### config.mk
export PLATFORM = sky130hd
export DESIGN_NAME = serial_byte_master
export DESIGN_NICKNAME = d
export VERILOG_FILES = /design/src/pkg/serial_byte_pkg.sv /design/src/verilog/serial_byte_master.sv /design/src/verilog/quarter_tick_div.sv
export SDC_FILE = /design/constraint.sdc
export NUM_CORES = 1
export LEC_CHECK = 0
export CORE_AREA = 2 2 87 89
export DETAILED_ROUTE_END_ITERATION = 10
export DIE_AREA = 0 0 89 91
export DONT_BUFFER_PORTS = 1
export PLACE_DENSITY_LB_ADDON = 0.25
export SETUP_SLACK_MARGIN = 0.15
export SLEW_MARGIN = 5
export SYNTH_ARGS = -nofsm -noshare
export SYNTH_HDL_FRONTEND = slang
export SYNTH_HIERARCHICAL = 1
export SYNTH_SLANG_ARGS = --single-unit
### constraint.sdc
create_clock -name ref_clk_i -period 5.6 [get_ports ref_clk_i]
set_input_delay 0.56 -clock ref_clk_i [delete_from_list [all_inputs] [get_ports ref_clk_i]]
set_output_delay 0.56 -clock ref_clk_i [all_outputs]
set_load 0.005 [all_outputs]
### src/pkg/serial_byte_pkg.sv
package serial_byte_pkg;

    // ************************************************************
    // Register offsets and fields
    // ************************************************************
    localparam logic [7:0] XFER_BYTE_OFS    = 8'hB0;
    localparam logic [7:0] BYTE_OFFSET_OFS  = 8'hB1;
    localparam logic [7:0] TARGET_ADDR_OFS  = 8'hB2;
    localparam logic [7:0] CTRL_STATUS_OFS  = 8'hB3;
    localparam logic [7:0] REG_RESET_VAL    = 8'h00;
    localparam int         SHORT_FRAME_BIT  = 7;
    localparam int         BUSY_BIT         = 5;
    localparam int         FAST_TEST_BIT    = 2;
    localparam int         REQ_ERR_BIT      = 1;

    // ************************************************************
    // Timing: one serial bit is four quarter phases
    // ************************************************************
    localparam int unsigned CLK_PERIOD_NS     = 10;
    localparam int unsigned QUARTER_NORMAL_NS = 2500;
    localparam int unsigned QUARTER_TEST_NS   = 625;
    localparam int unsigned QUARTER_NORMAL_CYC =
        (QUARTER_NORMAL_NS / CLK_PERIOD_NS) > 0 ? QUARTER_NORMAL_NS / CLK_PERIOD_NS : 1;
    localparam int unsigned QUARTER_TEST_CYC =
        (QUARTER_TEST_NS / CLK_PERIOD_NS) > 0 ? QUARTER_TEST_NS / CLK_PERIOD_NS : 1;
    localparam logic [3:0]  ACK_BIT_NUM       = 4'h8;
    localparam logic [3:0]  LAST_DATA_BIT     = 4'h7;

    // ************************************************************
    // Sequencer states and frame steps
    // ************************************************************
    typedef enum logic [4:0] {
        ST_IDLE  = 5'h01,
        ST_START = 5'h02,
        ST_SEND  = 5'h04,
        ST_RECV  = 5'h08,
        ST_STOP  = 5'h10
    } seq_state_t;

    localparam logic [1:0] STEP_ADDR  = 2'h0;
    localparam logic [1:0] STEP_INDEX = 2'h1;
    localparam logic [1:0] STEP_LAST  = 2'h2;

endpackage : serial_byte_pkg

### src/verilog/serial_byte_master.sv
`timescale 1ns/1ns
`default_nettype none

module serial_byte_master (
    // Clock and global reset
    input  wire logic       ref_clk_i,
    input  wire logic       reset_n_i,
    // Register port
    input  wire logic [7:0] reg_addr_i,
    input  wire logic       reg_wr_i,
    input  wire logic       reg_rd_i,
    input  wire logic [7:0] reg_wdata_i,
    output logic      [7:0] reg_rdata_o,
    // Serial clock pin
    input  wire logic       scl_i,
    output logic            scl_o,
    output logic            scl_oe_o,
    // Serial data pin
    input  wire logic       sda_i,
    output logic            sda_o,
    output logic            sda_oe_o
);

    // ************************************************************
    // State
    // ************************************************************
    serial_byte_pkg::seq_state_t state_ff, nxt_state;
    logic [7:0] xfer_byte_ff,   nxt_xfer_byte;
    logic [7:0] byte_offset_ff, nxt_byte_offset;
    logic [7:0] target_addr_ff, nxt_target_addr;
    logic       short_ff,       nxt_short;
    logic       fast_ff,        nxt_fast;
    logic       err_ff,         nxt_err;
    logic [7:0] rdata_ff,       nxt_rdata;
    logic [7:0] shift_ff,       nxt_shift;
    logic [3:0] bit_ff,         nxt_bit;
    logic [1:0] ph_ff,          nxt_ph;
    logic [1:0] step_ff,        nxt_step;
    logic       rep_ff,         nxt_rep;
    logic       nack_ff,        nxt_nack;
    logic [1:0] scl_sync_ff;
    logic [1:0] sda_sync_ff;
    logic       tick;
    logic       adv;
    logic       busy;
    logic       dir;
    logic       scl_low;
    logic       sda_low;

    // Pins come from another domain: two flops before use
    always_ff @(posedge ref_clk_i or negedge reset_n_i) begin
        if (!reset_n_i) begin
            scl_sync_ff <= 2'h3;
            sda_sync_ff <= 2'h3;
        end else begin
            scl_sync_ff <= {scl_sync_ff[0], scl_i};
            sda_sync_ff <= {sda_sync_ff[0], sda_i};
        end
    end

    quarter_tick_div u_div (
        .ref_clk_i         (ref_clk_i),
        .reset_n_i         (reset_n_i),
        .fast_clock_test_i (fast_ff),
        .tick_o            (tick)
    );

    assign busy = (state_ff != serial_byte_pkg::ST_IDLE);
    assign dir  = target_addr_ff[0];
    // Hold the high phase while a target stretches the clock
    assign adv  = tick && busy && !(ph_ff == 2'h1 && !scl_sync_ff[1]);

    function automatic logic [7:0] frame_byte(input logic [1:0] step);
        logic [7:0] b;
        b = serial_byte_pkg::REG_RESET_VAL;
        if (step == serial_byte_pkg::STEP_ADDR) begin
            b = {target_addr_ff[7:1], short_ff & dir};
        end else if (step == serial_byte_pkg::STEP_INDEX) begin
            b = byte_offset_ff;
        end else begin
            b = dir ? {target_addr_ff[7:1], 1'b1} : xfer_byte_ff;
        end
        return b;
    endfunction : frame_byte

    // ************************************************************
    // Next-state logic
    // ************************************************************
    always_comb begin
        nxt_state       = state_ff;
        nxt_xfer_byte   = xfer_byte_ff;
        nxt_byte_offset = byte_offset_ff;
        nxt_target_addr = target_addr_ff;
        nxt_short       = short_ff;
        nxt_fast        = fast_ff;
        nxt_err         = err_ff;
        nxt_rdata       = rdata_ff;
        nxt_shift       = shift_ff;
        nxt_bit         = bit_ff;
        nxt_ph          = ph_ff;
        nxt_step        = step_ff;
        nxt_rep         = rep_ff;
        nxt_nack        = nack_ff;

        if (reg_wr_i) begin
            unique case (reg_addr_i)
                serial_byte_pkg::XFER_BYTE_OFS:   nxt_xfer_byte   = reg_wdata_i;
                serial_byte_pkg::BYTE_OFFSET_OFS: nxt_byte_offset = reg_wdata_i;
                serial_byte_pkg::TARGET_ADDR_OFS: begin
                    nxt_target_addr = reg_wdata_i;
                    if (!busy) begin
                        nxt_state = serial_byte_pkg::ST_START;
                        nxt_rep   = 1'b0;
                        nxt_ph    = 2'h0;
                        nxt_step  = serial_byte_pkg::STEP_ADDR;
                    end
                end
                serial_byte_pkg::CTRL_STATUS_OFS: begin
                    nxt_short = reg_wdata_i[serial_byte_pkg::SHORT_FRAME_BIT];
                    nxt_fast  = reg_wdata_i[serial_byte_pkg::FAST_TEST_BIT];
                    if (reg_wdata_i[serial_byte_pkg::REQ_ERR_BIT]) begin
                        nxt_err = 1'b0;
                    end
                end
                default: ;
            endcase
        end

        if (reg_rd_i) begin
            unique case (reg_addr_i)
                serial_byte_pkg::XFER_BYTE_OFS:   nxt_rdata = xfer_byte_ff;
                serial_byte_pkg::BYTE_OFFSET_OFS: nxt_rdata = byte_offset_ff;
                serial_byte_pkg::TARGET_ADDR_OFS: nxt_rdata = target_addr_ff;
                serial_byte_pkg::CTRL_STATUS_OFS:
                    nxt_rdata = {short_ff, 1'b0, busy, 2'b00, fast_ff, err_ff, 1'b0};
                default:                          nxt_rdata = serial_byte_pkg::REG_RESET_VAL;
            endcase
        end

        if (adv) begin
            nxt_ph = ph_ff + 2'h1;
            if (ph_ff == 2'h2 && bit_ff != serial_byte_pkg::ACK_BIT_NUM) begin
                nxt_shift = (state_ff == serial_byte_pkg::ST_RECV) ? {shift_ff[6:0], sda_sync_ff[1]}
                                                                  : shift_ff;
            end
            if (ph_ff == 2'h2 && bit_ff == serial_byte_pkg::ACK_BIT_NUM) begin
                nxt_nack = sda_sync_ff[1];
            end
            if (ph_ff == 2'h3) begin
                unique case (state_ff)
                    serial_byte_pkg::ST_START: begin
                        nxt_state = serial_byte_pkg::ST_SEND;
                        nxt_shift = frame_byte(step_ff);
                        nxt_bit   = 4'h0;
                    end
                    serial_byte_pkg::ST_SEND: begin
                        if (bit_ff != serial_byte_pkg::ACK_BIT_NUM) begin
                            nxt_bit   = bit_ff + 4'h1;
                            nxt_shift = {shift_ff[6:0], 1'b0};
                        end else if (nack_ff) begin
                            nxt_err   = 1'b1;
                            nxt_state = serial_byte_pkg::ST_STOP;
                        end else begin
                            nxt_bit = 4'h0;
                            if (step_ff == serial_byte_pkg::STEP_ADDR && short_ff) begin
                                nxt_step  = serial_byte_pkg::STEP_LAST;
                                nxt_state = dir ? serial_byte_pkg::ST_RECV : serial_byte_pkg::ST_SEND;
                                nxt_shift = xfer_byte_ff;
                            end else if (step_ff == serial_byte_pkg::STEP_ADDR) begin
                                nxt_step  = serial_byte_pkg::STEP_INDEX;
                                nxt_shift = byte_offset_ff;
                            end else if (step_ff == serial_byte_pkg::STEP_INDEX) begin
                                nxt_step  = serial_byte_pkg::STEP_LAST;
                                nxt_state = dir ? serial_byte_pkg::ST_START : serial_byte_pkg::ST_SEND;
                                nxt_rep   = 1'b1;
                                nxt_shift = xfer_byte_ff;
                            end else begin
                                nxt_state = dir ? serial_byte_pkg::ST_RECV : serial_byte_pkg::ST_STOP;
                            end
                        end
                    end
                    serial_byte_pkg::ST_RECV: begin
                        if (bit_ff == serial_byte_pkg::LAST_DATA_BIT) begin
                            nxt_xfer_byte = shift_ff;
                        end
                        if (bit_ff != serial_byte_pkg::ACK_BIT_NUM) begin
                            nxt_bit = bit_ff + 4'h1;
                        end else begin
                            nxt_state = serial_byte_pkg::ST_STOP;
                        end
                    end
                    serial_byte_pkg::ST_STOP: nxt_state = serial_byte_pkg::ST_IDLE;
                    default: nxt_state = serial_byte_pkg::ST_IDLE;
                endcase
            end
        end
    end

    // Only the global reset clears these; no bus reset reaches them
    always_ff @(posedge ref_clk_i or negedge reset_n_i) begin
        if (!reset_n_i) begin
            state_ff       <= serial_byte_pkg::ST_IDLE;
            xfer_byte_ff   <= serial_byte_pkg::REG_RESET_VAL;
            byte_offset_ff <= serial_byte_pkg::REG_RESET_VAL;
            target_addr_ff <= serial_byte_pkg::REG_RESET_VAL;
            short_ff       <= 1'b0;
            fast_ff        <= 1'b0;
            err_ff         <= 1'b0;
            rdata_ff       <= serial_byte_pkg::REG_RESET_VAL;
            shift_ff       <= serial_byte_pkg::REG_RESET_VAL;
            bit_ff         <= 4'h0;
            ph_ff          <= 2'h0;
            step_ff        <= serial_byte_pkg::STEP_ADDR;
            rep_ff         <= 1'b0;
            nack_ff        <= 1'b0;
        end else begin
            state_ff       <= nxt_state;
            xfer_byte_ff   <= nxt_xfer_byte;
            byte_offset_ff <= nxt_byte_offset;
            target_addr_ff <= nxt_target_addr;
            short_ff       <= nxt_short;
            fast_ff        <= nxt_fast;
            err_ff         <= nxt_err;
            rdata_ff       <= nxt_rdata;
            shift_ff       <= nxt_shift;
            bit_ff         <= nxt_bit;
            ph_ff          <= nxt_ph;
            step_ff        <= nxt_step;
            rep_ff         <= nxt_rep;
            nack_ff        <= nxt_nack;
        end
    end

    // ************************************************************
    // Pin drive: open drain, only ever pulls low
    // ************************************************************
    always_comb begin
        scl_low = 1'b0;
        sda_low = 1'b0;
        unique case (state_ff)
            serial_byte_pkg::ST_START: begin
                scl_low = (ph_ff == 2'h0 && rep_ff) || ph_ff == 2'h3;
                sda_low = ph_ff[1];
            end
            serial_byte_pkg::ST_SEND: begin
                scl_low = ph_ff == 2'h0 || ph_ff == 2'h3;
                sda_low = bit_ff != serial_byte_pkg::ACK_BIT_NUM && !shift_ff[7];
            end
            serial_byte_pkg::ST_RECV: scl_low = ph_ff == 2'h0 || ph_ff == 2'h3;
            serial_byte_pkg::ST_STOP: begin
                scl_low = ph_ff == 2'h0;
                sda_low = !ph_ff[1];
            end
            default: ;
        endcase
    end

    assign scl_o       = 1'b0;
    assign sda_o       = 1'b0;
    assign scl_oe_o    = scl_low;
    assign sda_oe_o    = sda_low;
    assign reg_rdata_o = rdata_ff;
endmodule : serial_byte_master

`default_nettype wire

### src/verilog/quarter_tick_div.sv
`timescale 1ns/1ns
`default_nettype none

module quarter_tick_div (
    // Clock and reset
    input  wire logic ref_clk_i,
    input  wire logic reset_n_i,
    // Rate select
    input  wire logic fast_clock_test_i,
    // Quarter-bit enable
    output logic      tick_o
);

    logic [7:0] cnt_ff;
    logic [7:0] nxt_cnt;
    logic       tick_ff;
    logic       nxt_tick;

    always_comb begin
        nxt_tick = 1'b0;
        nxt_cnt  = cnt_ff - 8'h01;
        if (cnt_ff == 8'h00) begin
            nxt_tick = 1'b1;
            nxt_cnt  = fast_clock_test_i ? 8'(serial_byte_pkg::QUARTER_TEST_CYC - 1)
                                         : 8'(serial_byte_pkg::QUARTER_NORMAL_CYC - 1);
        end
    end

    always_ff @(posedge ref_clk_i or negedge reset_n_i) begin
        if (!reset_n_i) begin
            cnt_ff  <= 8'h00;
            tick_ff <= 1'b0;
        end else begin
            cnt_ff  <= nxt_cnt;
            tick_ff <= nxt_tick;
        end
    end

    assign tick_o = tick_ff;
endmodule : quarter_tick_div

`default_nettype wire

==> out/metrics.csv <==
stage,metric,value,unit
pwr,finalPower,0.001047,W
timing,finalCritPeriodShare,49.40,%
pwr,powerDensity,222.2,nW/um^2
pwr,power.leakage,1.929,nW
global_route,grt_pass1_wl,17.54,mm
routing,drtPass1Iterations,5,
global_route,grt_max_degree,67,
synth,synth.avg_cell_area,9.675,sq um
synth,synth.area.top_cells,"dfrtp_1 36%, mux2i_1 6.0%, mux2_2 5.0%, dfstp_2 2.9%, nand2_1 2.8%",
worst_setup_path,cp_max_fo,14,
timing,min_period,2.766,ns
clock_network,clkTransAtPathRegs,0.08,ns
place,dp_hpwl,7.419,mm
routing,finalWirelength,10.61,mm
synth,ys_ff_latch,71,
timing,skew,0.008061,ns
finish,layout.cells.non_filler,553,
global_route,overflow,0,
worst_setup_path,cp_num_buf_inv,0,
routing,wl_per_cell,19.19,microns
routing,via_count,3657,
worst_setup_path,critPathKind,reg2out,
routing,drc_errors,0,
run_status,outcome,finished clean,
floorplanning,fp.dieW,89,microns
finish,layout-drive-gt1-share,14.32,%
synth,synthCells,468,
clock_network,postCtsResizedCells,0,
synth,ys_seq_area_share,39.38,%
clock_network,cts_max_level,3,
clock_network,numCtsBuffers,9,
timing,tightest_slew,0.8195,ns
place,dp_cells,536,
routing,drtIter0Drc,415,
finish,area_growth,4.062,%
finish,multi_input_area,2484,sq um
finish,layout_common_cells,"66 x dfrtp_1, 34 x nand2_1, 27 x nor2_1, 27 x mux2i_1",
floorplanning,initial_core_util,63.45,%
synth,async_reset_ff_share,100.0,%
finish,nets,479,
worst_setup_path,path_delay_family,simple AND/OR/NAND/NOR gates,
place,numPortBuffers,0,
min_path,hold_class,in2async,
floorplanning,dieArea,8099,sq um
worst_setup_path,cp.arrival,2.21,ns
run,maxCapViolations,0,
floorplanning,std_cell_rows,31,
timing,hold_slack,0.04729,ns
synth,netlist_area,4528,sq um
timing,setup_violations,0,
place,routabilityCongestion,0.9343,
synth,yosysTopAreaCellShare,36.47,%
routing,final_antenna_net_count,0,
timing,fmax,361.5,MHz
clock_network,clkLatencyLatePin,0.35,ns
timing,rsz0062_at_grt,false,
floorplanning,chipHeight,91,microns
clock_network,clk_path_buf_depth,2,
finish,diodes,0,
synth,synth_top_flop_cell,dfrtp_1,
global_route,antenna_found_initial,0,
worst_setup_path,cp-end-kind,output port,
clock_network,clock_sinks,71,
finish,fillers,571,
global_route,grt_util_all_layers,27.93,%
timing,fin_tns_setup,0,ns
clock_network,hold_buffers,1,
pwr,peakVddDrop,0.0001694,V
timing,hold_viol,0,
worst_setup_path,cpPeakStageDelay,0.55,ns
timing,setup_slack,2.834,ns
synth,yosysWarnings,6,
worst_setup_path,cp.required,5.04,ns
floorplanning,core_region_area,7137,sq um
finish,regArea,1783,sq um
finish,layout_commonest_cell,dfrtp_1,
clock_network,post_cts_buffers,0,
global_route,first_global_vias,3415,
synth,synth_edf_count,0,
timing,slew_violations,0,
worst_setup_path,cp_slowest_cell,or4_1,
floorplanning,io_pins,34,
worst_setup_path,start_kind,flip-flop,
clock_network,cts_tree,done,
timing,relSlewSlack,44.96,%
place,dp_slack,3.146,ns
worst_setup_path,path_cells,nor3b_2 > and2_1 > or4_1 > a21oi_1 > a21oi_1,
clock_network,cts-root-buf,clkbuf_8,
synth,synth_top_area_cell,dfrtp_1,
worst_setup_path,cpMostUsedCell,a21oi_1,
routing,vias_per_cell,6.613,
synth,synth_cell_types,76,
==> synthesized netlist by cell type, drive strengths merged, types with 10 or more instances <==
cell,instances
nand3b,10
clkbuf,10
o21ai,26
a211oi,14
nor2,29
nor2b,11
buf,23
mux2,20
a21oi,21
inv,24
dfrtp,66
nand3,18
nand2,34
mux2i,27
==> cells by family after synthesis <==
kind of cell | count (synthesis) | synth area share, %
compound gates | 125 | 19.67
xor+xnor | 5 | 0.9671
fa+ha+maj | 8 | 2.211
buf+inv | 57 | 5.858
flops | 71 | 39.38
mux | 50 | 12.43
other cells | 1 | 0.08282
simple gates | 151 | 19.40
==> metrics by stage <==
stage,util [%],instance area (sq um)
floorplan,-,4532
global placement,62.89,4488
detailed placement,62.89,4488
CTS,66.02,4712
global route,66.02,4712
finish,66.02,4712
==> worst reg2reg max path, stage by stage, from the launching register on <==
cell	delay, ns
dfrtp_1	0.43
inv_1	0.07
ha_1	0.25
nand3b_4	0.15
and4_1	0.66
o21ai_1	0.37
a221o_1	0.44
==> final timing paths <==
check | end | depth (start not counted) | slack [ns] | from
max | scl_oe_o | 5 | 2.83 | state_ff[2]
min | state_ff[0] | 0 | 0.05 | reset_n_i
max reg2reg | shift_ff[0] | 6 | 3.12 | bit_ff[0]
min reg2reg | scl_sync_ff[1] | 0 | 0.36 | scl_sync_ff[0]
max in group asynchronous | byte_offset_ff[7] | 1 | 5.25 | reset_n_i
min in group ref_clk_i | scl_sync_ff[0] | 0 | 0.20 | scl_i
==> flip-flops by register name, summed over array words and instances (netlist names), 2 cells and up <==
signal / flops
ph_ff: 2
reg_rdata_o: 8
scl_sync_ff: 2
state_ff: 5
shift_ff: 8
sda_sync_ff: 2
target_addr_ff: 8
xfer_byte_ff: 8
byte_offset_ff: 8
bit_ff: 4
step_ff: 2
u_div/cnt_ff: 8
==> power by group <==
group | total (W) | internal (W) | switching, W | leakage, nW
clock network | 0.000416 | 0.000209 | 0.000207 | 0.0973
logic | 0.0000794 | 0.0000363 | 0.0000430 | 0.939
registers | 0.000552 | 0.000528 | 0.0000235 | 0.892
total | 0.00105 | 0.000774 | 0.000273 | 1.93
==> per-layer routing <==
| layer | wire length (microns) | share of wire (%) | global-route usage [%] | up-vias |
|---|---|---|---|---|
| li1 | - | - | - | 1700 |
| met1 | 4870 | 46 | 43.54 | 1768 |
| met2 | 4764 | 45 | 38.81 | 165 |
| met3 | 805 | 7.6 | 7.091 | 24 |
| met4 | 170 | 1.6 | 7.338 | 0 |
| met5 | 0 | 0 | 0 | - |
==> area by class of cell <==
type	count	area share (%)
Inverter	24	1.912
Timing Repair Buffer	2	0.7435
Tap cell	99	2.629
Sequential cell	71	37.84
Clock inverter	6	1.460
Multi-Input combinational cell	341	52.71
Clock buffer	10	2.708
Power figures use the tool's default switching activity.
